--- src/design/frf_pkg.sv ---
package frf_pkg;

   // clock and time slot of the ramp stepper
   localparam int unsigned CLK_PERIOD_NS   = 10;
   localparam int unsigned SLOT_TIME_US    = 205000;
   localparam int unsigned SLOT_CYCLES_DEF = SLOT_TIME_US * 1000 / CLK_PERIOD_NS;

   // widths
   localparam int ADDR_W = 10;
   localparam int DATA_W = 32;
   localparam int BE_W   = 4;
   localparam int DUTY_W = 8;
   localparam int NUM_CH = 3;

   // register indices; byte address is four times the index
   localparam logic [7:0]        CFG_INDEX  = 8'h62;
   localparam logic [7:0]        STAT_INDEX = 8'h70;
   localparam logic [ADDR_W-1:0] CFG_ADDR   = {CFG_INDEX, 2'h0};
   localparam logic [ADDR_W-1:0] STAT_ADDR  = {STAT_INDEX, 2'h0};
   localparam logic [7:0]        CFG_RESET  = 8'h00;

   // field positions of ramp_and_floor_config
   localparam int RAMP_CODE_LSB = 0;
   localparam int RAMP_CODE_W   = 3;
   localparam int RAMP_EN_BIT   = 3;
   localparam int SYNC_BIT      = 4;
   localparam int FLOOR_LSB     = 5;

   // field positions of the status register
   localparam int STAT_DUTY_LSB   = 0;
   localparam int STAT_ACTIVE_BIT = 8;

   localparam logic [DUTY_W-1:0] DUTY_OFF = 8'h00;
   localparam logic [1:0]        SYNC_FIXED = 2'h3;

   typedef enum logic [1:0] {
      FRF_BUS_IDLE = 2'b01,
      FRF_BUS_ACK  = 2'b10
   } frf_bus_state_t;

   // duty step per time slot for each ramp code
   function automatic logic [DUTY_W-1:0] frf_step(input logic [RAMP_CODE_W-1:0] code);
      logic [DUTY_W-1:0] s;
      s = 8'h01;
      case (code)
         3'h0: s = 8'h01;
         3'h1: s = 8'h02;
         3'h2: s = 8'h03;
         3'h3: s = 8'h04;
         3'h4: s = 8'h08;
         3'h5: s = 8'h0C;
         3'h6: s = 8'h18;
         default: s = 8'h30;
      endcase
      return s;
   endfunction

endpackage

--- src/design/frf_ramp_if.sv ---
`timescale 1ns/1ps
interface frf_ramp_if #(parameter int W = 8);
   logic         tick;
   logic         enable;
   logic [W-1:0] target;
   logic [W-1:0] step;
   logic [W-1:0] duty;

   modport ctrl (output tick, output enable, output target, output step, input duty);
   modport ramp (input tick, input enable, input target, input step, output duty);
endinterface

--- src/design/frf_ramp.sv ---
`timescale 1ns/1ps
module frf_ramp #(
   parameter int W = 8
) (
   // clock and reset
   input  wire logic i_core_clk,
   input  wire logic i_reset_n,
   // control side
   frf_ramp_if.ramp  rif
);
   logic [W-1:0] up_gap;
   logic [W-1:0] down_gap;

   assign up_gap   = rif.target - rif.duty;
   assign down_gap = rif.duty - rif.target;

   // steps both up and down so a falling target is also smoothed
   always_ff @(posedge i_core_clk or negedge i_reset_n) begin
      if (!i_reset_n) begin
         rif.duty <= '0;
      end else if (!rif.enable) begin
         rif.duty <= rif.target;                        // [RQ5]
      end else if (rif.tick && rif.duty < rif.target) begin
         rif.duty <= (up_gap > rif.step) ? rif.duty + rif.step : rif.target; // [RQ2]
      end else if (rif.tick && rif.duty > rif.target) begin
         rif.duty <= (down_gap > rif.step) ? rif.duty - rif.step : rif.target; // [RQ2]
      end
   end

   property p_bypass;
      @(posedge i_core_clk) disable iff (!i_reset_n)
      !rif.enable |=> rif.duty == $past(rif.target);
   endproperty
   a_bypass: assert property (p_bypass) else $error("duty did not follow target"); // [RQ5]

   property p_hold;
      @(posedge i_core_clk) disable iff (!i_reset_n)
      rif.enable && !rif.tick |=> $stable(rif.duty);
   endproperty
   a_hold: assert property (p_hold) else $error("duty moved between slots"); // [RQ2]

   property p_step_up;
      @(posedge i_core_clk) disable iff (!i_reset_n)
      rif.enable && rif.tick && up_gap > rif.step && rif.duty < rif.target
      |=> rif.duty == W'($past(rif.duty) + $past(rif.step));
   endproperty
   a_step_up: assert property (p_step_up) else $error("ramp step size wrong"); // [RQ3]

   property p_reach;
      @(posedge i_core_clk) disable iff (!i_reset_n)
      rif.enable && rif.tick
      && ((rif.duty < rif.target && up_gap <= rif.step)
          || (rif.duty > rif.target && down_gap <= rif.step))
      |=> rif.duty == $past(rif.target);
   endproperty
   a_reach: assert property (p_reach) else $error("ramp overshot or stalled"); // [RQ2]

   c_step: cover property (@(posedge i_core_clk) rif.enable && rif.tick && rif.duty != rif.target);

endmodule // frf_ramp

--- src/design/frf_slot_timer.sv ---
`timescale 1ns/1ps
module frf_slot_timer #(
   parameter int unsigned CYCLES = 20500000
) (
   // clock and reset
   input  wire logic i_core_clk,
   input  wire logic i_reset_n,
   // one-cycle pulse per time slot
   output logic      o_tick
);
   localparam int CW = (CYCLES > 1) ? $clog2(CYCLES) : 1;
   localparam logic [CW-1:0] LAST = CW'(CYCLES - 1);

   logic [CW-1:0] count;

   always_ff @(posedge i_core_clk or negedge i_reset_n) begin
      if (!i_reset_n) begin
         count <= '0;
      end else if (count == LAST) begin
         count <= '0;
      end else begin
         count <= count + 1'b1;
      end
   end

   assign o_tick = (count == LAST);

   property p_tick_gap;
      @(posedge i_core_clk) disable iff (!i_reset_n)
      o_tick && (CYCLES > 1) |=> !o_tick;
   endproperty
   a_tick_gap: assert property (p_tick_gap) else $error("slot tick lasted two cycles"); // [RQ3]

endmodule // frf_slot_timer

--- src/design/frf_top.sv ---
// Contract
// RQ1: config bits 2..0 pick the ramp rate code for drive output one.
// RQ2: with ramping on, drive one steps toward the new duty, never jumps.
// RQ3: codes 0..7 step 1,2,3,4,8,12,24,48 duty counts per time slot.
// RQ4: ramping on drive one is active only while config bit 3 is one.
// RQ5: with bit 3 zero, drive one takes each new duty at once.
// RQ6: bit 4 one ties speed inputs two, three and four to drive three.
// RQ7: bit 4 zero ties only speed inputs three and four to drive three.
// RQ8: auto mode below start minus hysteresis: drive one off, or minimum if bit 5.
// RQ9: auto mode below start minus hysteresis: drive two off, or minimum if bit 6.
// RQ10: auto mode below start minus hysteresis: drive three off, or minimum if bit 7.
// RQ11: config register resets to all zeros.
// RQ12: while the global lock is set, writes to config are ignored.
`timescale 1ns/1ps
module frf_top #(
   parameter int unsigned SLOT_CYCLES = frf_pkg::SLOT_CYCLES_DEF
) (
   // clock and reset
   input  wire logic                                   i_core_clk,
   input  wire logic                                   i_reset_n,
   // avalon-mm slave
   input  wire logic [frf_pkg::ADDR_W-1:0]             i_avs_address,
   input  wire logic                                   i_avs_read,
   input  wire logic                                   i_avs_write,
   input  wire logic [frf_pkg::DATA_W-1:0]             i_avs_writedata,
   input  wire logic [frf_pkg::BE_W-1:0]               i_avs_byteenable,
   output logic      [frf_pkg::DATA_W-1:0]             o_avs_readdata,
   output logic                                        o_avs_waitrequest,
   // global lock from the first configuration register
   input  wire logic                                   i_cfg_lock,
   // automatic control inputs per drive output
   input  wire logic [frf_pkg::NUM_CH-1:0]             i_auto_mode,
   input  wire logic [frf_pkg::NUM_CH-1:0]             i_below_start,
   input  wire logic [frf_pkg::NUM_CH-1:0][frf_pkg::DUTY_W-1:0] i_calc_duty,
   input  wire logic [frf_pkg::NUM_CH-1:0][frf_pkg::DUTY_W-1:0] i_min_duty,
   // fan drive duty outputs
   output logic      [frf_pkg::DUTY_W-1:0]             o_fan_drive_out_1,
   output logic      [frf_pkg::DUTY_W-1:0]             o_fan_drive_out_2,
   output logic      [frf_pkg::DUTY_W-1:0]             o_fan_drive_out_3,
   // speed inputs 2..4 timed against drive three, bit 0 is input 2
   output logic      [2:0]                             o_speed_sync_sel,
   output logic                                        o_ramp_active
);
   import frf_pkg::*;

   frf_bus_state_t              bus_state;
   logic [7:0]                  cfg;
   logic [DUTY_W-1:0]           target [NUM_CH];
   logic [DUTY_W-1:0]           drive2;
   logic [DUTY_W-1:0]           drive3;
   logic                        bus_req;
   logic                        bus_take;

   frf_ramp_if #(.W(DUTY_W)) rif ();

   // bus slave: one wait state, so read data come from a flop
   assign bus_req           = i_avs_read || i_avs_write;
   assign bus_take          = bus_req && (bus_state == FRF_BUS_ACK);
   assign o_avs_waitrequest = bus_req && (bus_state != FRF_BUS_ACK);

   always_ff @(posedge i_core_clk or negedge i_reset_n) begin
      if (!i_reset_n) begin
         bus_state <= FRF_BUS_IDLE;
      end else begin
         case (bus_state)
            FRF_BUS_IDLE: begin
               if (bus_req) begin
                  bus_state <= FRF_BUS_ACK;
               end
            end
            FRF_BUS_ACK: begin
               bus_state <= FRF_BUS_IDLE;
            end
            default: begin
               bus_state <= FRF_BUS_IDLE;
            end
         endcase
      end
   end

   // unmapped addresses read zero and swallow writes
   always_ff @(posedge i_core_clk or negedge i_reset_n) begin
      if (!i_reset_n) begin
         o_avs_readdata <= '0;
      end else if (bus_state == FRF_BUS_IDLE && i_avs_read) begin
         if (i_avs_address == CFG_ADDR) begin
            o_avs_readdata <= {24'h000000, cfg};
         end else if (i_avs_address == STAT_ADDR) begin
            o_avs_readdata <= '0;
            o_avs_readdata[STAT_DUTY_LSB +: DUTY_W] <= o_fan_drive_out_1;
            o_avs_readdata[STAT_ACTIVE_BIT]         <= o_ramp_active;
         end else begin
            o_avs_readdata <= '0;
         end
      end
   end

   // locked writes still complete on the bus so software never hangs
   always_ff @(posedge i_core_clk or negedge i_reset_n) begin
      if (!i_reset_n) begin
         cfg <= CFG_RESET;                                     // [RQ11]
      end else if (bus_take && i_avs_write && !i_cfg_lock     // [RQ12]
                   && i_avs_address == CFG_ADDR && i_avs_byteenable[0]) begin
         cfg <= i_avs_writedata[7:0];
      end
   end

   // floor select per channel when below start minus hysteresis
   genvar g;
   generate
      for (g = 0; g < NUM_CH; g++) begin : g_floor
         always_comb begin
            if (i_auto_mode[g] && i_below_start[g]) begin
               target[g] = cfg[FLOOR_LSB + g] ? i_min_duty[g] : DUTY_OFF; // [RQ8] [RQ9] [RQ10]
            end else begin
               target[g] = i_calc_duty[g];
            end
         end
      end
   endgenerate

   // drive one goes through the ramp stepper
   assign rif.enable = cfg[RAMP_EN_BIT];                          // [RQ4]
   assign rif.step   = frf_step(cfg[RAMP_CODE_LSB +: RAMP_CODE_W]); // [RQ1] [RQ3]
   assign rif.target = target[0];

   frf_slot_timer #(.CYCLES(SLOT_CYCLES)) u_slot (
      .i_core_clk (i_core_clk),
      .i_reset_n  (i_reset_n),
      .o_tick     (rif.tick)
   );

   frf_ramp #(.W(DUTY_W)) u_ramp (
      .i_core_clk (i_core_clk),
      .i_reset_n  (i_reset_n),
      .rif        (rif)
   );

   assign o_fan_drive_out_1 = rif.duty;
   assign o_fan_drive_out_2 = drive2;
   assign o_fan_drive_out_3 = drive3;

   always_ff @(posedge i_core_clk or negedge i_reset_n) begin
      if (!i_reset_n) begin
         drive2 <= DUTY_OFF;
         drive3 <= DUTY_OFF;
      end else begin
         drive2 <= target[1];                                  // [RQ9]
         drive3 <= target[2];                                  // [RQ10]
      end
   end

   // inputs three and four always follow drive three
   always_ff @(posedge i_core_clk or negedge i_reset_n) begin
      if (!i_reset_n) begin
         o_speed_sync_sel <= {SYNC_FIXED, 1'b0};
      end else begin
         o_speed_sync_sel <= {SYNC_FIXED, cfg[SYNC_BIT]};      // [RQ6] [RQ7]
      end
   end

   always_ff @(posedge i_core_clk or negedge i_reset_n) begin
      if (!i_reset_n) begin
         o_ramp_active <= 1'b0;
      end else begin
         o_ramp_active <= cfg[RAMP_EN_BIT] && (rif.duty != rif.target);
      end
   end

   property p_bus_ack;
      @(posedge i_core_clk) disable iff (!i_reset_n)
      bus_req && bus_state == FRF_BUS_IDLE |-> o_avs_waitrequest ##1 !o_avs_waitrequest;
   endproperty
   a_bus_ack: assert property (p_bus_ack) else $error("bus answer not after one wait state");

   property p_cfg_write;
      @(posedge i_core_clk) disable iff (!i_reset_n)
      bus_take && i_avs_write && !i_cfg_lock && i_avs_address == CFG_ADDR
      && i_avs_byteenable[0] |=> cfg == $past(i_avs_writedata[7:0]);
   endproperty
   a_cfg_write: assert property (p_cfg_write) else $error("config write lost"); // [RQ1]

   property p_lock;
      @(posedge i_core_clk) disable iff (!i_reset_n)
      i_cfg_lock && bus_take && i_avs_write |=> $stable(cfg);
   endproperty
   a_lock: assert property (p_lock) else $error("locked config changed"); // [RQ12]

   property p_cfg_read;
      @(posedge i_core_clk) disable iff (!i_reset_n)
      bus_state == FRF_BUS_IDLE && i_avs_read && i_avs_address == CFG_ADDR
      |=> o_avs_readdata == {24'h000000, $past(cfg)};
   endproperty
   a_cfg_read: assert property (p_cfg_read) else $error("config read data wrong");

   property p_sync;
      @(posedge i_core_clk) disable iff (!i_reset_n)
      1'b1 |=> o_speed_sync_sel == {SYNC_FIXED, $past(cfg[SYNC_BIT])};
   endproperty
   a_sync: assert property (p_sync) else $error("speed sync select wrong"); // [RQ6]

   property p_floor_off;
      @(posedge i_core_clk) disable iff (!i_reset_n)
      i_auto_mode[1] && i_below_start[1] && !cfg[FLOOR_LSB + 1] |=> drive2 == DUTY_OFF;
   endproperty
   a_floor_off: assert property (p_floor_off) else $error("drive two not off"); // [RQ9]

   property p_floor_min;
      @(posedge i_core_clk) disable iff (!i_reset_n)
      i_auto_mode[2] && i_below_start[2] && cfg[FLOOR_LSB + 2]
      |=> drive3 == $past(i_min_duty[2]);
   endproperty
   a_floor_min: assert property (p_floor_min) else $error("drive three not at minimum"); // [RQ10]

   property p_floor_one;
      @(posedge i_core_clk) disable iff (!i_reset_n)
      i_auto_mode[0] && i_below_start[0] && !cfg[RAMP_EN_BIT]
      |=> o_fan_drive_out_1 == ($past(cfg[FLOOR_LSB]) ? $past(i_min_duty[0]) : DUTY_OFF);
   endproperty
   a_floor_one: assert property (p_floor_one) else $error("drive one floor wrong"); // [RQ8]

   property p_reset_cfg;
      @(posedge i_core_clk) $rose(i_reset_n) |-> cfg == CFG_RESET;
   endproperty
   a_reset_cfg: assert property (p_reset_cfg) else $error("config not zero after reset"); // [RQ11]

   property p_floor_two_min;
      @(posedge i_core_clk) disable iff (!i_reset_n)
      i_auto_mode[1] && i_below_start[1] && cfg[FLOOR_LSB + 1]
      |=> drive2 == $past(i_min_duty[1]);
   endproperty
   a_floor_two_min: assert property (p_floor_two_min) else $error("drive two not at min"); // [RQ9]

   property p_floor_three_off;
      @(posedge i_core_clk) disable iff (!i_reset_n)
      i_auto_mode[2] && i_below_start[2] && !cfg[FLOOR_LSB + 2]
      |=> drive3 == DUTY_OFF;
   endproperty
   a_floor_three_off: assert property (p_floor_three_off) else $error("drive three not off"); // [RQ10]

   property p_follow_two;
      @(posedge i_core_clk) disable iff (!i_reset_n)
      !(i_auto_mode[1] && i_below_start[1])
      |=> drive2 == $past(i_calc_duty[1]);
   endproperty
   a_follow_two: assert property (p_follow_two) else $error("drive two lost duty"); // [RQ9]

   property p_follow_three;
      @(posedge i_core_clk) disable iff (!i_reset_n)
      !(i_auto_mode[2] && i_below_start[2])
      |=> drive3 == $past(i_calc_duty[2]);
   endproperty
   a_follow_three: assert property (p_follow_three) else $error("drive three lost duty"); // [RQ10]

   property p_ramp_hold;
      @(posedge i_core_clk) disable iff (!i_reset_n)
      cfg[RAMP_EN_BIT] && !rif.tick
      |=> $stable(o_fan_drive_out_1);
   endproperty
   a_ramp_hold: assert property (p_ramp_hold) else $error("drive one jumped"); // [RQ4]

   property p_bypass_one;
      @(posedge i_core_clk) disable iff (!i_reset_n)
      !cfg[RAMP_EN_BIT]
      |=> o_fan_drive_out_1 == $past(target[0]);
   endproperty
   a_bypass_one: assert property (p_bypass_one) else $error("drive one lagged"); // [RQ5]

   property p_sync_low;
      @(posedge i_core_clk) disable iff (!i_reset_n)
      !cfg[SYNC_BIT]
      |=> o_speed_sync_sel == {SYNC_FIXED, 1'b0};
   endproperty
   a_sync_low: assert property (p_sync_low) else $error("speed input two still timed"); // [RQ7]

   property p_sync_high;
      @(posedge i_core_clk) disable iff (!i_reset_n)
      cfg[SYNC_BIT]
      |=> o_speed_sync_sel == {SYNC_FIXED, 1'b1};
   endproperty
   a_sync_high: assert property (p_sync_high) else $error("speed input two not timed"); // [RQ6]

   property p_write_other;
      @(posedge i_core_clk) disable iff (!i_reset_n)
      bus_take && i_avs_write && i_avs_address != CFG_ADDR
      |=> $stable(cfg);
   endproperty
   a_write_other: assert property (p_write_other) else $error("stray write hit config");

   property p_idle_active;
      @(posedge i_core_clk) disable iff (!i_reset_n)
      !cfg[RAMP_EN_BIT]
      |=> !o_ramp_active;
   endproperty
   a_idle_active: assert property (p_idle_active) else $error("ramp busy while off"); // [RQ4]

   property p_stat_read;
      @(posedge i_core_clk) disable iff (!i_reset_n)
      bus_state == FRF_BUS_IDLE && i_avs_read && i_avs_address == STAT_ADDR
      |=> o_avs_readdata[STAT_DUTY_LSB +: DUTY_W] == $past(o_fan_drive_out_1)
          && o_avs_readdata[STAT_ACTIVE_BIT] == $past(o_ramp_active);
   endproperty
   a_stat_read: assert property (p_stat_read) else $error("status read wrong");

   c_locked_write: cover property (@(posedge i_core_clk) bus_take && i_avs_write && i_cfg_lock);
   c_floor_min: cover property (@(posedge i_core_clk) i_auto_mode[0] && i_below_start[0]
                                && cfg[FLOOR_LSB]);
   c_sync_all: cover property (@(posedge i_core_clk) o_speed_sync_sel == 3'h7);
   c_ramping: cover property (@(posedge i_core_clk) o_ramp_active);

endmodule // frf_top

--- config.mk ---
export PLATFORM = sky130hd
export DESIGN_NAME = frf_top
export DESIGN_NICKNAME = d
export VERILOG_FILES = /design/src/design/frf_pkg.sv /design/src/design/frf_ramp_if.sv /design/src/design/frf_ramp.sv /design/src/design/frf_slot_timer.sv /design/src/design/frf_top.sv
export SDC_FILE = /design/constraint.sdc
export NUM_CORES = 1
export LEC_CHECK = 0
export BUFFER_PORTS_ARGS = -buffer_cell sky130_fd_sc_hd__buf_4
export CAP_MARGIN = 20
export CORE_MARGIN = 3
export CORE_UTILIZATION = 56
export DETAILED_ROUTE_END_ITERATION = 16
export PLACE_DENSITY = 0.95
export SETUP_SLACK_MARGIN = 0.4
export SLEW_MARGIN = 30
export SYNTH_ARGS = -nofsm -noshare
export SYNTH_HDL_FRONTEND = slang
export SYNTH_SLANG_ARGS = --single-unit
export TNS_END_PERCENT = 10
--- constraint.sdc ---
create_clock -name i_core_clk -period 7.5 [get_ports i_core_clk]
set_clock_uncertainty 0.1 [all_clocks]
set_input_delay 1.125 -clock i_core_clk [delete_from_list [all_inputs] [get_ports i_core_clk]]
set_output_delay 1.125 -clock i_core_clk [all_outputs]
set_load 0.1 [all_outputs]
Yosys cells after proc, flatten, opt, wreduce, memory -nomap -nowiden
Cells that the tools add are included.

Output and inout bits: 61. Memory bits (writable): 0. Input bits: 105. Flip-flop bits (word level): 93. Bits in latches: 0. Memories kept: 0. Logic and storage cells: 66. Memory bits (read-only): 0.

Equal/unequal tests: 15. Shift operators: 0. Multiplexer cells: 17. Magnitude comparators: 4. Divide/modulo/power cells: 0. Bitwise operators: 0. Multiply operators: 0. $add $sub $neg: 5. Reduce and logical (&&, ||, !) cells: 16.

Operators by type and width (number): $mux W8 (11); $pmux W6 S7 (1); $add A25 B1 Y25 const B (1); $eq A25 B25 Y1 const B (1); $mux W25 (1); $eq A10 B9 Y1 const B (2); $mux W9 (2); $gt A8 B6 Y1 (2); $sub A8 B8 Y8 (2); $logic_and A1 B1 Y1 (13); $eq A3 B3 Y1 const B (3); $add A8 B6 Y8 (1); $gt A8 B8 Y1 (1); $lt A8 B8 Y1 (1); $ne A8 B8 Y1 (1); $sub A8 B6 Y8 (1); $eq A3 B2 Y1 const B (2); $mux W2 (2); $ne A2 B2 Y1 const B (2); $eq A3 B1 Y1 const B (1); $logic_not A3 Y1 (1); $ne A3 B1 Y1 const B (1); $eq A2 B1 Y1 const B (1); $eq A2 B2 Y1 const B (1); other kinds (2) (2).

Logic depth before layout (Yosys ltp)
Depth in word-level cells: 8. Gate-level depth with buffers: 20. Mapped depth without buffers: 18.

Hierarchy
From an unflattened synthesis, not the netlist that was laid out.

Cells, all modules: 618. Area, all modules: 5459.0 µm².

By module, submodules not included: frf_ramp (instances 1, cells an instance 268, area each 2174.6 µm², sequential area each 200.2 µm²); frf_top (instances 1, cells an instance 230, area each 2073.2 µm², sequential area each 927.1 µm²); frf_slot_timer (instances 1, cells an instance 120, area each 1211.2 µm², sequential area each 625.6 µm²).

Least setup slack after synthesis
No wires, ideal clock.

Kind: input to register. Start: input i_auto_mode[0] (netlist bit). End: register u_ramp.rif.duty[5]. Stages: 18. Library setup time: 91 ps. Data arrival time: 4440 ps. Path buffers: 2. Path slack: 2869 ps. Data required time: 7309 ps. Cell sequence: buf_2 > and4_1 > a21oi_2 > inv_2 > ha_1 > clkbuf_1 > o21ai_0 > a41oi_1 > or2_2 > xor2_1 > ha_1 > a21o_1 > a2111oi_0 > o22a_1 > nand3_1 > o21a_1 > and2_1 > o221ai_1.

Longest elaborated chain between the ends: 8. Elaborated cells on any way between the ends: 16. Classes of those cells: add/sub (2); order compare (4); eq/ne (1); mux (6); reduce/logical (3).

RTL lines: start: declaration (RTL line frf_top.sv:32) `input wire logic [frf_pkg::NUM_CH-1:0] i_auto_mode,`; $logic_and A1 B1 Y1 (*) (RTL line frf_top.sv:113) `if (i_auto_mode[g] && i_below_start[g]) begin`; $mux W8 (*) (RTL line frf_top.sv:113); $sub A8 B8 Y8 (RTL line frf_ramp.sv:15) `assign down_gap = rif.duty - rif.target;`; $gt A8 B6 Y1 (RTL line frf_ramp.sv:26) `rif.duty <= (down_gap > rif.step) ? rif.duty - rif.step : rif.target;`; $mux W8 (RTL line frf_ramp.sv:26); $mux W8 (RTL line frf_ramp.sv:25) `end else if (rif.tick && rif.duty > rif.target) begin`; $mux W8 (RTL line frf_ramp.sv:23) `end else if (rif.tick && rif.duty < rif.target) begin`; $mux W8 (RTL line frf_ramp.sv:21) `end else if (!rif.enable) begin`; end signal: assignment (RTL line frf_ramp.sv:22) `rif.duty <= rif.target;`; end signal: assignment (RTL line frf_ramp.sv:24) `rif.duty <= (up_gap > rif.step) ? rif.duty + rif.step : rif.target;`; end signal: assignment (RTL line frf_ramp.sv:26); end: declaration (RTL line frf_ramp_if.sv:10) `modport ramp (input tick, input enable, input target, input step, output duty);`.

Mark *: on every way between the ends. The rest lies on a longest branch, timed or not. The select of a mux whose other input is x is not followed. A chain may end at the register's enable or synchronous reset.

Worst setup path after layout
Same ends and word-level chain as after synthesis.

==> run summary <==
Status = finished, final reports clean
Post-synthesis cell type count = 67
Reg-to-reg slack, setup = 3.11 ns
Mapped Cells = 572
Utilization after layout = 72.1%
DRC = 0
All-Layer GR Usage = 27.1%
R2R depth = 16
Worst Hold End = o_speed_sync_sel[0]
Post-synth EDFFs = 0
Worst EP arrival = 4.99 ns
Layout cell share with drive strength beyond 1 = 24.1%
Placer Congestion = 1.01
Post-synth top area cell = dfrtp_1
Vias/cell = 6.10
Critical Path Source Type = input port
Leak pwr = 2.90 nW
1st-iter DRT viols = 334
Cell Chain, Critical Path = buf_4 > and2_1 > and3_1 > a21oi_1 > inv_1 > ha_1 > o21a_1 > o31a_1 > a21oi_1 > ha_1 > nand3_1 > a21oi_1 > a2111oi_0 > o22a_1 > nand3_1 > o21a_1 > and2_1 > o221ai_1
Ant. Diodes = 0
Dominant cells by area after synthesis = dfrtp_1 34%, ha_1 9.0%, nand2_1 6.5%
GR Overflow Total = 0
Largest net degree at the start of global routing = 71
Worst setup EP type = register
Worst R2R End = u_ramp.rif.duty[5]
Mapped cell area = 5030 µm²
Cts hold-fix bufs = 0
CTS tree = built
Achievable Freq = 0.206 GHz
H-tree depth = 3
Hold Path Stages = 0
Chip height = 101 µm
CTS buffer count = 9
Hold Crit Class = register to register
Vias = 4817
Peak VDD IR = 0.000131 V
Post-DP HPWL = 10.1 mm
Crit-path max cell delay = 0.54 ns
IO Count = 166
CTS Sinks = 70
Slew Viols, Final = 0
Worst EP required = 7.64 ns
Max-Slew Margin vs Limit = 54.6%
Antenna violations before repair = 0
CP Buf/Inv Count = 2
Post-Syn Area per Cell = 8.80 µm²
P per Cell Area = 185 nW/µm²
Synth warn = 0
Die ar. = 10200 µm²
Remaining antenna violation count = 0
Register area share after synthesis = 34.8%
Total wire length = 14.0 mm
Reg-to-reg startpoint = cfg[5]
Worst-Skew Late Latency = 0.35 ns
Core footprint = 8460 µm²
Critical path type = input port to register
Most used cell, CP = a21oi_1
Least-Margin Pin Slew = 0.676 ns
Number of global-route vias before repair = 4692
Bufs on Longest Clock Path = 2
Slowest library cell on the worst path = a2111oi_0
Nets = 825
DIE WIDTH = 101 µm
Final setup TNS = 0 ns
First-pass GRT wire length = 22.0 mm
Tmin final = 4.85 ns
Most used DFF post-synth = dfrtp_1
Final hold violations = 0
Top-area cell type share of the netlist area = 34.3%
Flops & latches, synth = 70
Async SR Flop Fraction = 100%
Setup-failing EPs final = 0
Reg clk slew, reported paths = 0.07 ns
Num rows = 33
Postcts setup bufs = 0
Post-cts repair resize count = 0
CP Max Fanout = 9
Drt pass-1 iters = 5
Synthesis-to-layout area growth = 21.3%
Root buf cell = clkbuf_8
Worst Min Path Start = cfg[4]
Initial Util = 59.4%
Crit path launch = i_auto_mode[0]
Period utilisation layout = 64.7%
Wire per inst = 17.7 µm
Port bufs = 113
Maximum Capacitance Violations = 0
Unrepaired setup endpoints after global routing = no
Top delay family on crit path = compound AO/OA/AOI/OAI gates
==> synthesized netlist by cell type, types with 3 or more instances <==
| cell type | count |
|---|---|
| a21o_1 | 5 |
| o22ai_1 | 5 |
| o221ai_1 | 5 |
| or3_1 | 3 |
| nor2_1 | 30 |
| nand2b_1 | 4 |
| ha_1 | 36 |
| a22oi_1 | 8 |
| nand4_1 | 10 |
| a21oi_1 | 30 |
| and3_1 | 9 |
| a221oi_1 | 4 |
| dfrtp_1 | 69 |
| clkbuf_1 | 12 |
| nand2_1 | 87 |
| inv_1 | 34 |
| or2_2 | 5 |
| buf_4 | 25 |
| o21ai_0 | 39 |
| o21a_1 | 8 |
| buf_2 | 4 |
| mux2_2 | 9 |
| nor2b_1 | 8 |
| fa_1 | 3 |
| and2_1 | 8 |
| o21ai_1 | 3 |
| o211ai_1 | 3 |
| nand3_1 | 16 |
| nor4b_1 | 3 |
| nor3_1 | 4 |
| xor2_1 | 12 |
| a21bo_2 | 4 |
| and4_1 | 5 |
| xnor2_1 | 20 |
==> worst max path at each step <==
stage	endpoint	slack, ns	cells after the start
after floorplan	u_ramp.rif.duty[5]	2.87	18
after global placement	u_ramp.rif.duty[3]	2.52	17
after detailed placement	u_ramp.rif.duty[3]	2.57	18
after CTS	u_ramp.rif.duty[5]	2.83	18
after global routing	u_ramp.rif.duty[5]	2.45	17
final	u_ramp.rif.duty[5]	2.65	18
==> sequential cells by signal (all words and copies together) (netlist names) <==
| name | count |
|---|---|
| bus_state | 2 |
| o_avs_readdata | 9 |
| cfg | 8 |
| u_ramp.rif.duty | 8 |
| u_slot.count | 25 |
| o_fan_drive_out_2 | 8 |
| o_speed_sync_sel | 1 |
| o_fan_drive_out_3 | 8 |
| o_ramp_active | 1 |
==> final cells by class <==
| class | count | area, µm² |
|---|---|---|
| clock buffers | 9 | 124 |
| multi-input cells | 449 | 2990 |
| repair buffers | 116 | 891 |
| inverters | 35 | 131 |
| flip-flops and latches | 70 | 1750 |
| clock inverters | 6 | 87.6 |
| well taps | 105 | 131 |
| fillers | 575 | 2360 |
==> routing by layer <==
layer | up-vias | part of all wire [%] | GRT usage [%]
li1 | 2180 | - | -
met1 | 2249 | 36 | 32.9
met2 | 307 | 49 | 46.0
met3 | 81 | 10 | 5.81
met4 | 0 | 4.7 | 12.4
met5 | - | 0 | 0
==> placed cells by master, fill, tap and decap left out, types with 3 or more instances in the layout <==
cell / n
buf_4: 115
nand2_1: 87
dfrtp_1: 69
o21ai_0: 39
ha_1: 36
inv_1: 34
a21oi_1: 30
nor2_1: 30
conb_1: 25
xnor2_1: 20
nand3_1: 16
xor2_1: 12
nand4_1: 10
and3_1: 9
mux2_2: 9
clkbuf_8: 9
and2_1: 8
nor2b_1: 8
o21a_1: 8
a22oi_1: 8
or2_2: 5
a21o_1: 5
and4_1: 5
o22ai_1: 5
o221ai_1: 5
a21bo_2: 4
nand2b_1: 4
nor3_1: 4
a221oi_1: 4
nor4b_1: 3
or3_1: 3
o211ai_1: 3
o21ai_1: 3
fa_1: 3
==> per-stage QoR <==
step | cell area [µm²] | hold WS, ns | power, W | cells | worst slack, ns
3_3_place_gp | 5860 | 0.304 | 0.000778 | 774 | 2.52
2_1_floorplan | 5120 | 0.271 | 0.000704 | 595 | 2.87
4_1_cts | 6070 | 0.356 | 0.00112 | 789 | 2.83
5_1_grt | 6100 | 0.378 | 0.00117 | 790 | 2.45
6_report | 6100 | 0.351 | 0.00113 | 790 | 2.65
3_5_place_dp | 5860 | 0.318 | 0.000790 | 774 | 2.57
==> kinds of logic after synthesis <==
kind of cell / after synthesis / share of synthesized area (%)
other cells: 2 / 0.149
simple gates: 204 / 20.5
mux: 9 / 2.01
xor+xnor: 33 / 5.89
flops: 70 / 34.8
compound gates: 139 / 18.9
buf+inv: 76 / 7.63
fa+ha+maj: 39 / 10.1
==> report_power, final <==
| part | internal [W] | leakage (nW) | total, W | switching (W) |
|---|---|---|---|---|
| clock network | 0.000185 | 0.109 | 0.000334 | 0.000148 |
| registers | 0.000392 | 0.919 | 0.000406 | 0.0000139 |
| logic | 0.000120 | 1.87 | 0.000388 | 0.000268 |
==> worst reg2reg max path: stages, from the launching register on <==
cell and delay, ns:
dfrtp_1 0.51, and4_1 0.23, a21oi_2 0.15, inv_2 0.09
ha_1 0.38, o21ai_0 0.12, a41oi_1 0.08, or2_2 0.33
xor2_1 0.15, ha_1 0.30, a21o_1 0.18, a2111oi_0 0.56
o22a_1 0.31, nand3_1 0.09, o21a_1 0.25, and2_1 0.22
o221ai_1 0.24
(Power assumes the default switching activity.)
